`src/hw/uscfg_pkg.sv`:
```
// Functional notes
// - Load stored configuration after every reset.
// - Optionally pull FIFO lines low in suspend.
// - Wake request resumes host after about 20 ms.
// - Flag charging port detected while suspended.
// - Charger output polarity selectable, active high by default.
// - Shorted data lines force the suspended state.
// - Enumerated by host keeps charger output inactive.
// - Stay-awake input blocks suspend when unplugged.
// - Bus power sense input detects powered host.
// - No bus power keeps suspend unless stay-awake is held, pull-up off.
// - Default descriptor version is 0200, full speed.
// - Default descriptor is bus powered, 90 mA.
package uscfg_pkg;
   // Avalon-MM byte offsets.
   localparam logic [4:0] OFF_STATUS   = 5'h00;
   localparam logic [4:0] OFF_IRQ_STAT = 5'h04;
   localparam logic [4:0] OFF_IRQ_MASK = 5'h08;
   localparam logic [4:0] OFF_OPTIONS  = 5'h0c;
   localparam logic [4:0] OFF_DESC     = 5'h10;

   // Interrupt bit positions; status matches in bits 0-1, has charger at bit 2, wake busy at bit 3.
   localparam int IRQ_LOAD_DONE = 0;
   localparam int IRQ_SUSPEND   = 1;
   localparam int IRQ_WAKE_DONE = 2;
   localparam int IRQ_CHARGER   = 3;
   localparam int IRQ_BITS      = 4;

   // Stored word indices and option field positions.
   localparam logic [1:0] WORD_OPTIONS = 2'h0;
   localparam logic [1:0] WORD_VERSION = 2'h1;
   localparam logic [1:0] WORD_POWER   = 2'h2;
   localparam logic [1:0] CFG_WORDS    = 2'h3;
   localparam int OPT_PULLDOWN  = 0;
   localparam int OPT_WAKE      = 1;
   localparam int OPT_CHG_LOW   = 2;
   localparam int OPT_SELF_PWR  = 3;
   localparam int OPT_PIN5_CHG  = 4;
   localparam int OPT_PIN6_CHG  = 5;
   localparam int OPT_BITS      = 6;

   // Factory defaults.
   localparam logic [OPT_BITS-1:0] OPTIONS_RESET = 6'h00;
   localparam logic [15:0] USB_VERSION_RESET = 16'h0200;
   localparam int MAX_POWER_MA = 90;
   localparam logic [7:0] MAX_POWER_RESET = 8'(MAX_POWER_MA / 2);

   // Pin synchroniser order and reset levels.
   localparam int PIN_WAKE_N  = 0;
   localparam int PIN_VBUS    = 1;
   localparam int PIN_AWAKE_N = 2;
   localparam int PIN_SHORTED = 3;
   localparam int PIN_COUNT   = 4;
   localparam logic [PIN_COUNT-1:0] PIN_RESET = 4'h5;

   // Timing.
   localparam int CLK_MHZ = 125;
   localparam int WAKE_TIME_MS = 20;
   localparam int WAKE_CYCLES = WAKE_TIME_MS * CLK_MHZ * 1000;

   typedef enum logic [1:0] {
      LD_START,
      LD_REQ,
      LD_WAIT,
      LD_IDLE
   } uscfg_load_e;
endpackage

```
`src/hw/uscfg_top.sv`:
```
// Added by the designer: the register offsets and register access over Avalon-MM.
`timescale 1ns/1ps
`default_nettype none
module uscfg_top #(
   parameter int WAKE_CYCLES = uscfg_pkg::WAKE_CYCLES
) (
   input  wire logic        sys_clk,          // 125 MHz clock
   input  wire logic        rst,              // Synchronous reset, active high
   input  wire logic [4:0]  avs_address,      // Byte address
   input  wire logic        avs_read,         // Read request
   input  wire logic        avs_write,        // Write request
   input  wire logic [31:0] avs_writedata,    // Write data
   input  wire logic [3:0]  avs_byteenable,   // Byte enables
   output logic      [31:0] avs_readdata,     // Read data
   output logic             avs_waitrequest,  // Stall until answer
   output logic             irq,              // Level interrupt
   output logic      [1:0]  storeAddr,        // Config store word index
   output logic             storeRead,        // Config store read strobe
   input  wire logic [15:0] storeData,        // Config store word
   input  wire logic        storeValid,       // Config store word valid
   input  wire logic        usbBusReset,      // USB bus reset pulse from core
   input  wire logic        usbIdle,          // Host idle, suspend request from core
   input  wire logic        enumerated,       // Device enumerated by host
   input  wire logic        wakeRequestN,     // Remote wake pin, active low
   input  wire logic        busPowerSense,    // Bus power sense pin
   input  wire logic        stayAwakeN,       // Stay-awake pin, active low
   input  wire logic        dataLinesShorted, // Data lines shorted detector
   output logic             configReady,      // Configuration loaded
   output logic             powerEnableN,     // High while suspended
   output logic             fifoPullDown,     // Pull FIFO lines low
   output logic             pullupEnable,     // Full-speed pull-up connect
   output logic             resumeDrive,      // Resume signalling to host
   output logic             chargerDetectOut, // Charger detect, set polarity
   output logic      [15:0] descVersion,      // Descriptor USB version
   output logic      [7:0]  descMaxPower,     // Descriptor max power, 2 mA units
   output logic             descSelfPowered   // Descriptor power source
);
   localparam int WCW = $clog2(WAKE_CYCLES + 1);

   if (WAKE_CYCLES < 1) begin : g_bad_wake
      $error("WAKE_CYCLES must be at least one");
   end

   // Pin synchronisers.
   logic [uscfg_pkg::PIN_COUNT-1:0] pinRaw;
   logic [uscfg_pkg::PIN_COUNT-1:0] meta_reg;
   logic [uscfg_pkg::PIN_COUNT-1:0] sync_reg;
   assign pinRaw[uscfg_pkg::PIN_WAKE_N]  = wakeRequestN;
   assign pinRaw[uscfg_pkg::PIN_VBUS]    = busPowerSense;
   assign pinRaw[uscfg_pkg::PIN_AWAKE_N] = stayAwakeN;
   assign pinRaw[uscfg_pkg::PIN_SHORTED] = dataLinesShorted;

   genvar gi;
   generate
      for (gi = 0; gi < uscfg_pkg::PIN_COUNT; gi++) begin : g_sync
         always_ff @(posedge sys_clk) begin
            if (rst) begin
               meta_reg[gi] <= uscfg_pkg::PIN_RESET[gi];
               sync_reg[gi] <= uscfg_pkg::PIN_RESET[gi];
            end else begin
               meta_reg[gi] <= pinRaw[gi];
               sync_reg[gi] <= meta_reg[gi];
            end
         end
      end
   endgenerate

   // Configuration loader.
   uscfg_pkg::uscfg_load_e loadState_reg;
   uscfg_pkg::uscfg_load_e loadState_next;
   logic [1:0]                    wordIdx_reg;
   logic [uscfg_pkg::OPT_BITS-1:0] options_reg;
   logic [15:0]                   version_reg;
   logic [7:0]                    maxPower_reg;
   logic                          ready_reg;
   logic                          lastWord;
   logic                          loadDone;

   assign lastWord = (wordIdx_reg == uscfg_pkg::CFG_WORDS - 2'h1);
   assign loadDone = (loadState_reg == uscfg_pkg::LD_WAIT) && storeValid && lastWord;

   always_comb begin
      loadState_next = loadState_reg;
      case (loadState_reg)
         uscfg_pkg::LD_START: loadState_next = uscfg_pkg::LD_REQ;
         uscfg_pkg::LD_REQ:   loadState_next = uscfg_pkg::LD_WAIT;
         uscfg_pkg::LD_WAIT: begin
            if (storeValid) begin
               loadState_next = lastWord ? uscfg_pkg::LD_IDLE : uscfg_pkg::LD_REQ;
            end
         end
         uscfg_pkg::LD_IDLE:  loadState_next = uscfg_pkg::LD_IDLE;
         default:             loadState_next = uscfg_pkg::LD_START;
      endcase
      if (usbBusReset) begin
         loadState_next = uscfg_pkg::LD_START;
      end
   end

   always_ff @(posedge sys_clk) begin
      if (rst) begin
         loadState_reg <= uscfg_pkg::LD_START;
         wordIdx_reg   <= 2'h0;
         ready_reg     <= 1'b0;
         storeRead     <= 1'b0;
         storeAddr     <= 2'h0;
      end else begin
         loadState_reg <= loadState_next;
         storeRead     <= (loadState_next == uscfg_pkg::LD_REQ);
         // The word index goes out together with the strobe that asks for it.
         if (loadState_next == uscfg_pkg::LD_START) begin
            wordIdx_reg <= 2'h0;
            storeAddr   <= 2'h0;
            ready_reg   <= 1'b0;
         end else if (loadState_reg == uscfg_pkg::LD_WAIT && storeValid) begin
            wordIdx_reg <= wordIdx_reg + 2'h1;
            storeAddr   <= wordIdx_reg + 2'h1;
            ready_reg   <= lastWord;
         end
      end
   end

   // Shadow copies change only when a load reads the store.
   always_ff @(posedge sys_clk) begin
      if (rst) begin
         options_reg  <= uscfg_pkg::OPTIONS_RESET;
         version_reg  <= uscfg_pkg::USB_VERSION_RESET;
         maxPower_reg <= uscfg_pkg::MAX_POWER_RESET;
      end else if (loadState_reg == uscfg_pkg::LD_WAIT && storeValid && !usbBusReset) begin
         case (wordIdx_reg)
            uscfg_pkg::WORD_OPTIONS: options_reg  <= storeData[uscfg_pkg::OPT_BITS-1:0];
            uscfg_pkg::WORD_VERSION: version_reg  <= storeData;
            uscfg_pkg::WORD_POWER:   maxPower_reg <= storeData[7:0];
            default:                 options_reg  <= options_reg;
         endcase
      end
   end

   // Suspend and power management.
   logic optPullDown;
   logic optWake;
   logic optChgLow;
   logic vbusPresent;
   logic stayAwake;
   logic chargerPort;
   logic suspendWanted;
   logic suspended_reg;
   logic suspendEnter;

   assign optPullDown = options_reg[uscfg_pkg::OPT_PULLDOWN];
   assign optWake     = options_reg[uscfg_pkg::OPT_WAKE];
   assign optChgLow   = options_reg[uscfg_pkg::OPT_CHG_LOW];
   // A pin given over to the charger output no longer acts as its input.
   assign vbusPresent = options_reg[uscfg_pkg::OPT_PIN5_CHG] | sync_reg[uscfg_pkg::PIN_VBUS];
   assign stayAwake   = !options_reg[uscfg_pkg::OPT_PIN6_CHG] & !sync_reg[uscfg_pkg::PIN_AWAKE_N];
   assign chargerPort = sync_reg[uscfg_pkg::PIN_SHORTED];
   assign suspendWanted = chargerPort
                        | (!vbusPresent & !stayAwake)
                        | (usbIdle & !stayAwake);
   assign suspendEnter = suspendWanted && !suspended_reg;

   always_ff @(posedge sys_clk) begin
      if (rst) begin
         suspended_reg <= 1'b1;
         powerEnableN  <= 1'b1;
         fifoPullDown  <= 1'b0;
         pullupEnable  <= 1'b0;
      end else begin
         suspended_reg <= suspendWanted;
         powerEnableN  <= suspendWanted;
         fifoPullDown  <= suspendWanted & optPullDown;
         pullupEnable  <= vbusPresent & ready_reg & !chargerPort;
      end
   end

   // Remote wake: a falling wake request in suspend starts resume timing.
   logic          wakePrev_reg;
   logic          wakeFall;
   logic [WCW-1:0] wakeCount_reg;
   logic          wakeBusy;
   logic          wakeDone;

   assign wakeFall = wakePrev_reg && !sync_reg[uscfg_pkg::PIN_WAKE_N];
   assign wakeBusy = (wakeCount_reg != '0);
   assign wakeDone = (wakeCount_reg == WCW'(1));

   always_ff @(posedge sys_clk) begin
      if (rst) begin
         wakePrev_reg  <= 1'b1;
         wakeCount_reg <= '0;
         resumeDrive   <= 1'b0;
      end else begin
         wakePrev_reg <= sync_reg[uscfg_pkg::PIN_WAKE_N];
         if (wakeFall && optWake && suspended_reg && !wakeBusy) begin
            wakeCount_reg <= WCW'(WAKE_CYCLES);
         end else if (wakeBusy) begin
            wakeCount_reg <= wakeCount_reg - WCW'(1);
         end
         resumeDrive <= wakeDone;
      end
   end

   // Charging-port detection output.
   logic chargerActive;
   logic chargerPrev_reg;

   assign chargerActive = chargerPort & suspended_reg & !enumerated;

   always_ff @(posedge sys_clk) begin
      if (rst) begin
         chargerPrev_reg  <= 1'b0;
         chargerDetectOut <= 1'b0;
      end else begin
         chargerPrev_reg  <= chargerActive;
         chargerDetectOut <= chargerActive ^ optChgLow;
      end
   end

   always_ff @(posedge sys_clk) begin
      if (rst) begin
         configReady     <= 1'b0;
         descVersion     <= uscfg_pkg::USB_VERSION_RESET;
         descMaxPower    <= uscfg_pkg::MAX_POWER_RESET;
         descSelfPowered <= 1'b0;
      end else begin
         configReady     <= ready_reg;
         descVersion     <= version_reg;
         descMaxPower    <= maxPower_reg;
         descSelfPowered <= options_reg[uscfg_pkg::OPT_SELF_PWR];
      end
   end

   // Register bus: answer one edge after the request is seen.
   logic                          busReq;
   logic                          busTake;
   logic                          wrLow;
   logic                          selStatus;
   logic                          selIrqStat;
   logic                          selIrqMask;
   logic                          selOptions;
   logic                          selDesc;
   logic [31:0]                   readMux;
   logic [uscfg_pkg::IRQ_BITS-1:0] irqStat_reg;
   logic [uscfg_pkg::IRQ_BITS-1:0] irqMask_reg;
   logic [uscfg_pkg::IRQ_BITS-1:0] irqEvents;
   logic [uscfg_pkg::IRQ_BITS-1:0] irqClear;
   logic [uscfg_pkg::IRQ_BITS-1:0] irqStat_next;

   assign busReq     = avs_read | avs_write;
   assign busTake    = busReq && !avs_waitrequest;
   assign wrLow      = busTake && avs_write && avs_byteenable[0];
   assign selStatus  = (avs_address == uscfg_pkg::OFF_STATUS);
   assign selIrqStat = (avs_address == uscfg_pkg::OFF_IRQ_STAT);
   assign selIrqMask = (avs_address == uscfg_pkg::OFF_IRQ_MASK);
   assign selOptions = (avs_address == uscfg_pkg::OFF_OPTIONS);
   assign selDesc    = (avs_address == uscfg_pkg::OFF_DESC);

   assign readMux = selStatus  ? {28'h0000000, wakeBusy, chargerActive, suspended_reg, ready_reg} :
                    selIrqStat ? {28'h0000000, irqStat_reg} :
                    selIrqMask ? {28'h0000000, irqMask_reg} :
                    selOptions ? {26'h0, options_reg} :
                    selDesc    ? {version_reg, 8'h00, maxPower_reg} :
                                 32'h00000000;

   assign irqEvents[uscfg_pkg::IRQ_LOAD_DONE] = loadDone;
   assign irqEvents[uscfg_pkg::IRQ_SUSPEND]   = suspendEnter;
   assign irqEvents[uscfg_pkg::IRQ_WAKE_DONE] = wakeDone;
   assign irqEvents[uscfg_pkg::IRQ_CHARGER]   = chargerActive && !chargerPrev_reg;
   assign irqClear     = (wrLow && selIrqStat) ? avs_writedata[uscfg_pkg::IRQ_BITS-1:0] : '0;
   // A new event wins over a clear in the same cycle.
   assign irqStat_next = (irqStat_reg & ~irqClear) | irqEvents;

   always_ff @(posedge sys_clk) begin
      if (rst) begin
         avs_waitrequest <= 1'b1;
         avs_readdata    <= 32'h00000000;
      end else begin
         avs_waitrequest <= !(busReq && avs_waitrequest);
         if (busReq && avs_waitrequest) begin
            avs_readdata <= avs_read ? readMux : 32'h00000000;
         end
      end
   end

   always_ff @(posedge sys_clk) begin
      if (rst) begin
         irqStat_reg <= '0;
         irqMask_reg <= '0;
         irq         <= 1'b0;
      end else begin
         irqStat_reg <= irqStat_next;
         if (wrLow && selIrqMask) begin
            irqMask_reg <= avs_writedata[uscfg_pkg::IRQ_BITS-1:0];
         end
         irq <= |(irqStat_next & irqMask_reg);
      end
   end
endmodule
`default_nettype wire

```
`config.mk`:
```
export PLATFORM = sky130hd
export DESIGN_NAME = uscfg_top
export DESIGN_NICKNAME = d
export VERILOG_FILES = /design/src/hw/uscfg_pkg.sv /design/src/hw/uscfg_top.sv
export SDC_FILE = /design/constraint.sdc
export NUM_CORES = 1
export LEC_CHECK = 0
export BUFFER_PORTS_ARGS = -buffer_cell sky130_fd_sc_hd__buf_2
export CORE_ASPECT_RATIO = 1.5
export CORE_MARGIN = 5
export CORE_UTILIZATION = 30
export CTS_CLUSTER_SIZE = 25
export DETAILED_ROUTE_END_ITERATION = 16
export GPL_ROUTABILITY_DRIVEN = 0
export PLACE_DENSITY_LB_ADDON = 0.1
export SLEW_MARGIN = 20
export SYNTH_ARGS = -nofsm -noshare
export SYNTH_HDL_FRONTEND = slang
export SYNTH_SLANG_ARGS = --single-unit
export TNS_END_PERCENT = 100
```
`constraint.sdc`:
```
create_clock -name sys_clk -period 3.7 [get_ports sys_clk]
set_clock_uncertainty 0.1 [all_clocks]
set_input_delay 0.555 -clock sys_clk [delete_from_list [all_inputs] [get_ports sys_clk]]
set_output_delay 0.555 -clock sys_clk [all_outputs]
set_load 0.1 [all_outputs]
```
==> flow_summary.json <==
{
  "critPathRequiredTime_ps": 3900,
  "syn_area_sq_um": 5240,
  "finalMaxSlewViolations": 0,
  "fill_cells": 1815,
  "design_area_sq_um": 6520,
  "largest_reg_flops": 24,
  "finalCriticalPeriod_ps": 2480,
  "grt_usage_pct": 15.3,
  "tightestPinTransition_ps": 994,
  "clock_path_buffers": 2,
  "dp_slack_ps": 852,
  "netlist_instances": 571,
  "reg2reg_depth": 4,
  "dr.pass1.iters": 4,
  "post_cts_buffers": 0,
  "core_sq_um": 17300,
  "fmax_mhz": 404,
  "cts_hold_buffers": 0,
  "timing.rr.end": "wakeCount_reg[17]",
  "period_share_pct": 66.9,
  "worstSetupPathType": "flip-flop to flip-flop",
  "setup_slack_ps": 1220,
  "die_x_um": 118,
  "initial_core_util_pct": 30.3,
  "n_antenna_cell": 0,
  "setup_viol": 0,
  "crit_end": "wakeCount_reg[17]",
  "finalWirelength_mm": 15.4,
  "clock_sinks": 133,
  "grt_max_degree": 47,
  "drt_iter0_markers": 249,
  "min_path_type": "input pin to flip-flop",
  "cap_viol_max_count": 0,
  "tritoncts": "built",
  "ys_types": 62,
  "h-tree-depth": 4,
  "grt_pass1_wl_mm": 24.4,
  "crit_start": "wakeCount_reg[8]",
  "p_per_area_nw_per_um2": 717,
  "regToRegSetupSlack_ps": 1220,
  "synth.avg_cell_area_sq_um": 9.17,
  "cts_buffers": 17,
  "final_core_util_pct": 37.8,
  "worstReg2RegStart": "wakeCount_reg[8]",
  "synth-seq-cells": 133,
  "ir_drop_v": 0.000384,
  "dpl_cell_area_sq_um": 5910,
  "via_per_inst": 5.01,
  "ys_async_sr_fraction_pct": 0,
  "hold_slack_ps": 227,
  "hold_viol_final": 0,
  "clk_pin_slew_ps": 60,
  "wl_per_cell_um": 17.3,
  "fp-row-count": 59,
  "area_growth_pct": 24.5,
  "synth_ff_type": "dfxtp_1",
  "ff_latch_area_sq_um": 2660,
  "status": "completed",
  "grt_overflow_total": 0,
  "yosysSeqAreaShare_pct": 50.8,
  "hpwl_mm": 11.2,
  "postRouteAntennaNets": 0,
  "drive_gt1_share_pct": 23.1,
  "cts_resized": 0,
  "worst_setup_path_end_kind": "flip-flop",
  "power_leakage_uw": 0.00266,
  "clock_latency_ps": 410,
  "antenna_found_initial": 1,
  "port_buffers": 97,
  "tns_ps": 0,
  "ioPinCount": 137,
  "cp-start-kind": "flip-flop",
  "crit_arrival_ps": 2680,
  "synth_edf_count": 0,
  "grt_pass1_vias": 4410,
  "finish.net_count": 738,
  "drc": 0,
  "min-delay-start": "stayAwakeN",
  "crit_fanout": 18,
  "die_area_sq_um": 20300,
  "vias": 4448,
  "cts_root_buf": "clkbuf_16",
  "die_h_um": 172,
  "synth_warnings": 0,
  "multi_input_area_sq_um": 2370,
  "slew-limit-headroom_pct": 33.7,
  "rsz0062_at_grt": "no"
}
-- cells by family after synthesis --
kind of cell / share of synthesized area, %
AND/OR/NAND/NOR: 23.4
flip-flops: 50.8
AO/OA/AOI/OAI: 16.9
buffers and inverters: 4.47
multiplexers: 2.53
adder cells (fa/ha/maj): 1.43
XOR/XNOR: 0.335
other: 0.0716
-- routing by layer --
metal	GRT usage, %	part of all wire [%]
met5	0	0.085
met2	27.8	53
met4	6.14	2.5
met3	4.64	4.7
met1	16.5	40
-- power by group --
group	internal, uW	total, uW	switching, uW	leakage [uW]
clock network	1080	1740	654	0.000293
logic	436	1260	820	0.00128
registers	1550	1690	138	0.00108
total	3070	4680	1610	0.00266
-- cell type report --
cell class,instances,share of cell area [%]
timing repair buffer,107,8.59
tap,213,4.09
sequential,133,40.8
clock buffer,18,6.73
inverter,12,0.691
clock inverter,13,2.69
multi-input combinational,392,36.4
-- layout by cell type, fill, tap and decap left out, drive strengths merged, types with 5 or more instances in the layout --
master and count:
nor2 27, nor2b 28, clkinv 7, or4 9
nand2 70, nand2b 5, nor3 14, o21ai 14
inv 13, nor4 7, a2111oi 6, conb 8
or3 7, buf 107, dfxtp 133, clkbuf 18
nand4 6, ha 6, a21oi 43, mux2i 11
a22o 19, a211oi 5, nand3 28, and2 6
or2 11
-- critical path: stages, from the launching register on --
cell	delay, ps
dfxtp_1	350
nor4_1	570
and4_1	760
a2111oi_0	240
o311a_1	340
-- metrics by stage --
| step | cells | total power, uW |
|---|---|---|
| after floorplan | 578 | 2610 |
| after global placement | 857 | 2930 |
| after detailed placement | 857 | 2950 |
| after CTS | 888 | 4710 |
| after global routing | 888 | 4950 |
| final | 888 | 4680 |
-- worst min-delay path by stage --
stage | to | depth (start not counted)
after global routing | meta_reg[2] | 2
final | meta_reg[2] | 2
after detailed placement | sync_reg[2] | 1
after floorplan | sync_reg[0] | 1
after CTS | meta_reg[2] | 2
after global placement | sync_reg[2] | 1
-- synth_stat cells, types with 3 or more instances --
cell	instances	area, sq um
a2111oi_0	6	52.6
a211oi_1	5	37.5
a21oi_1	43	215
a22o_1	19	166
a31oi_1	3	18.8
a32o_1	4	40.0
and2_1	5	31.3
buf_2	3	15.0
buf_4	8	60.1
clkbuf_1	28	105
dfxtp_1	133	2660
ha_1	6	75.1
inv_1	11	41.3
mux2i_1	11	110
nand2_1	70	263
nand2b_1	5	31.3
nand3_1	28	140
nand3b_1	4	30.0
nand4_1	6	37.5
nor2_1	27	101
nor2b_1	28	175
nor3_1	14	70.1
nor3b_1	4	30.0
nor4_1	7	43.8
o211ai_1	3	22.5
o21a_1	3	22.5
o21ai_0	14	70.1
o2bb2ai_1	4	35.0
o311a_1	4	40.0
o31ai_1	3	22.5
or2_2	11	68.8
or3_1	7	43.8
or4_1	7	52.6
No activity file was read; power rests on OpenSTA's default activity.
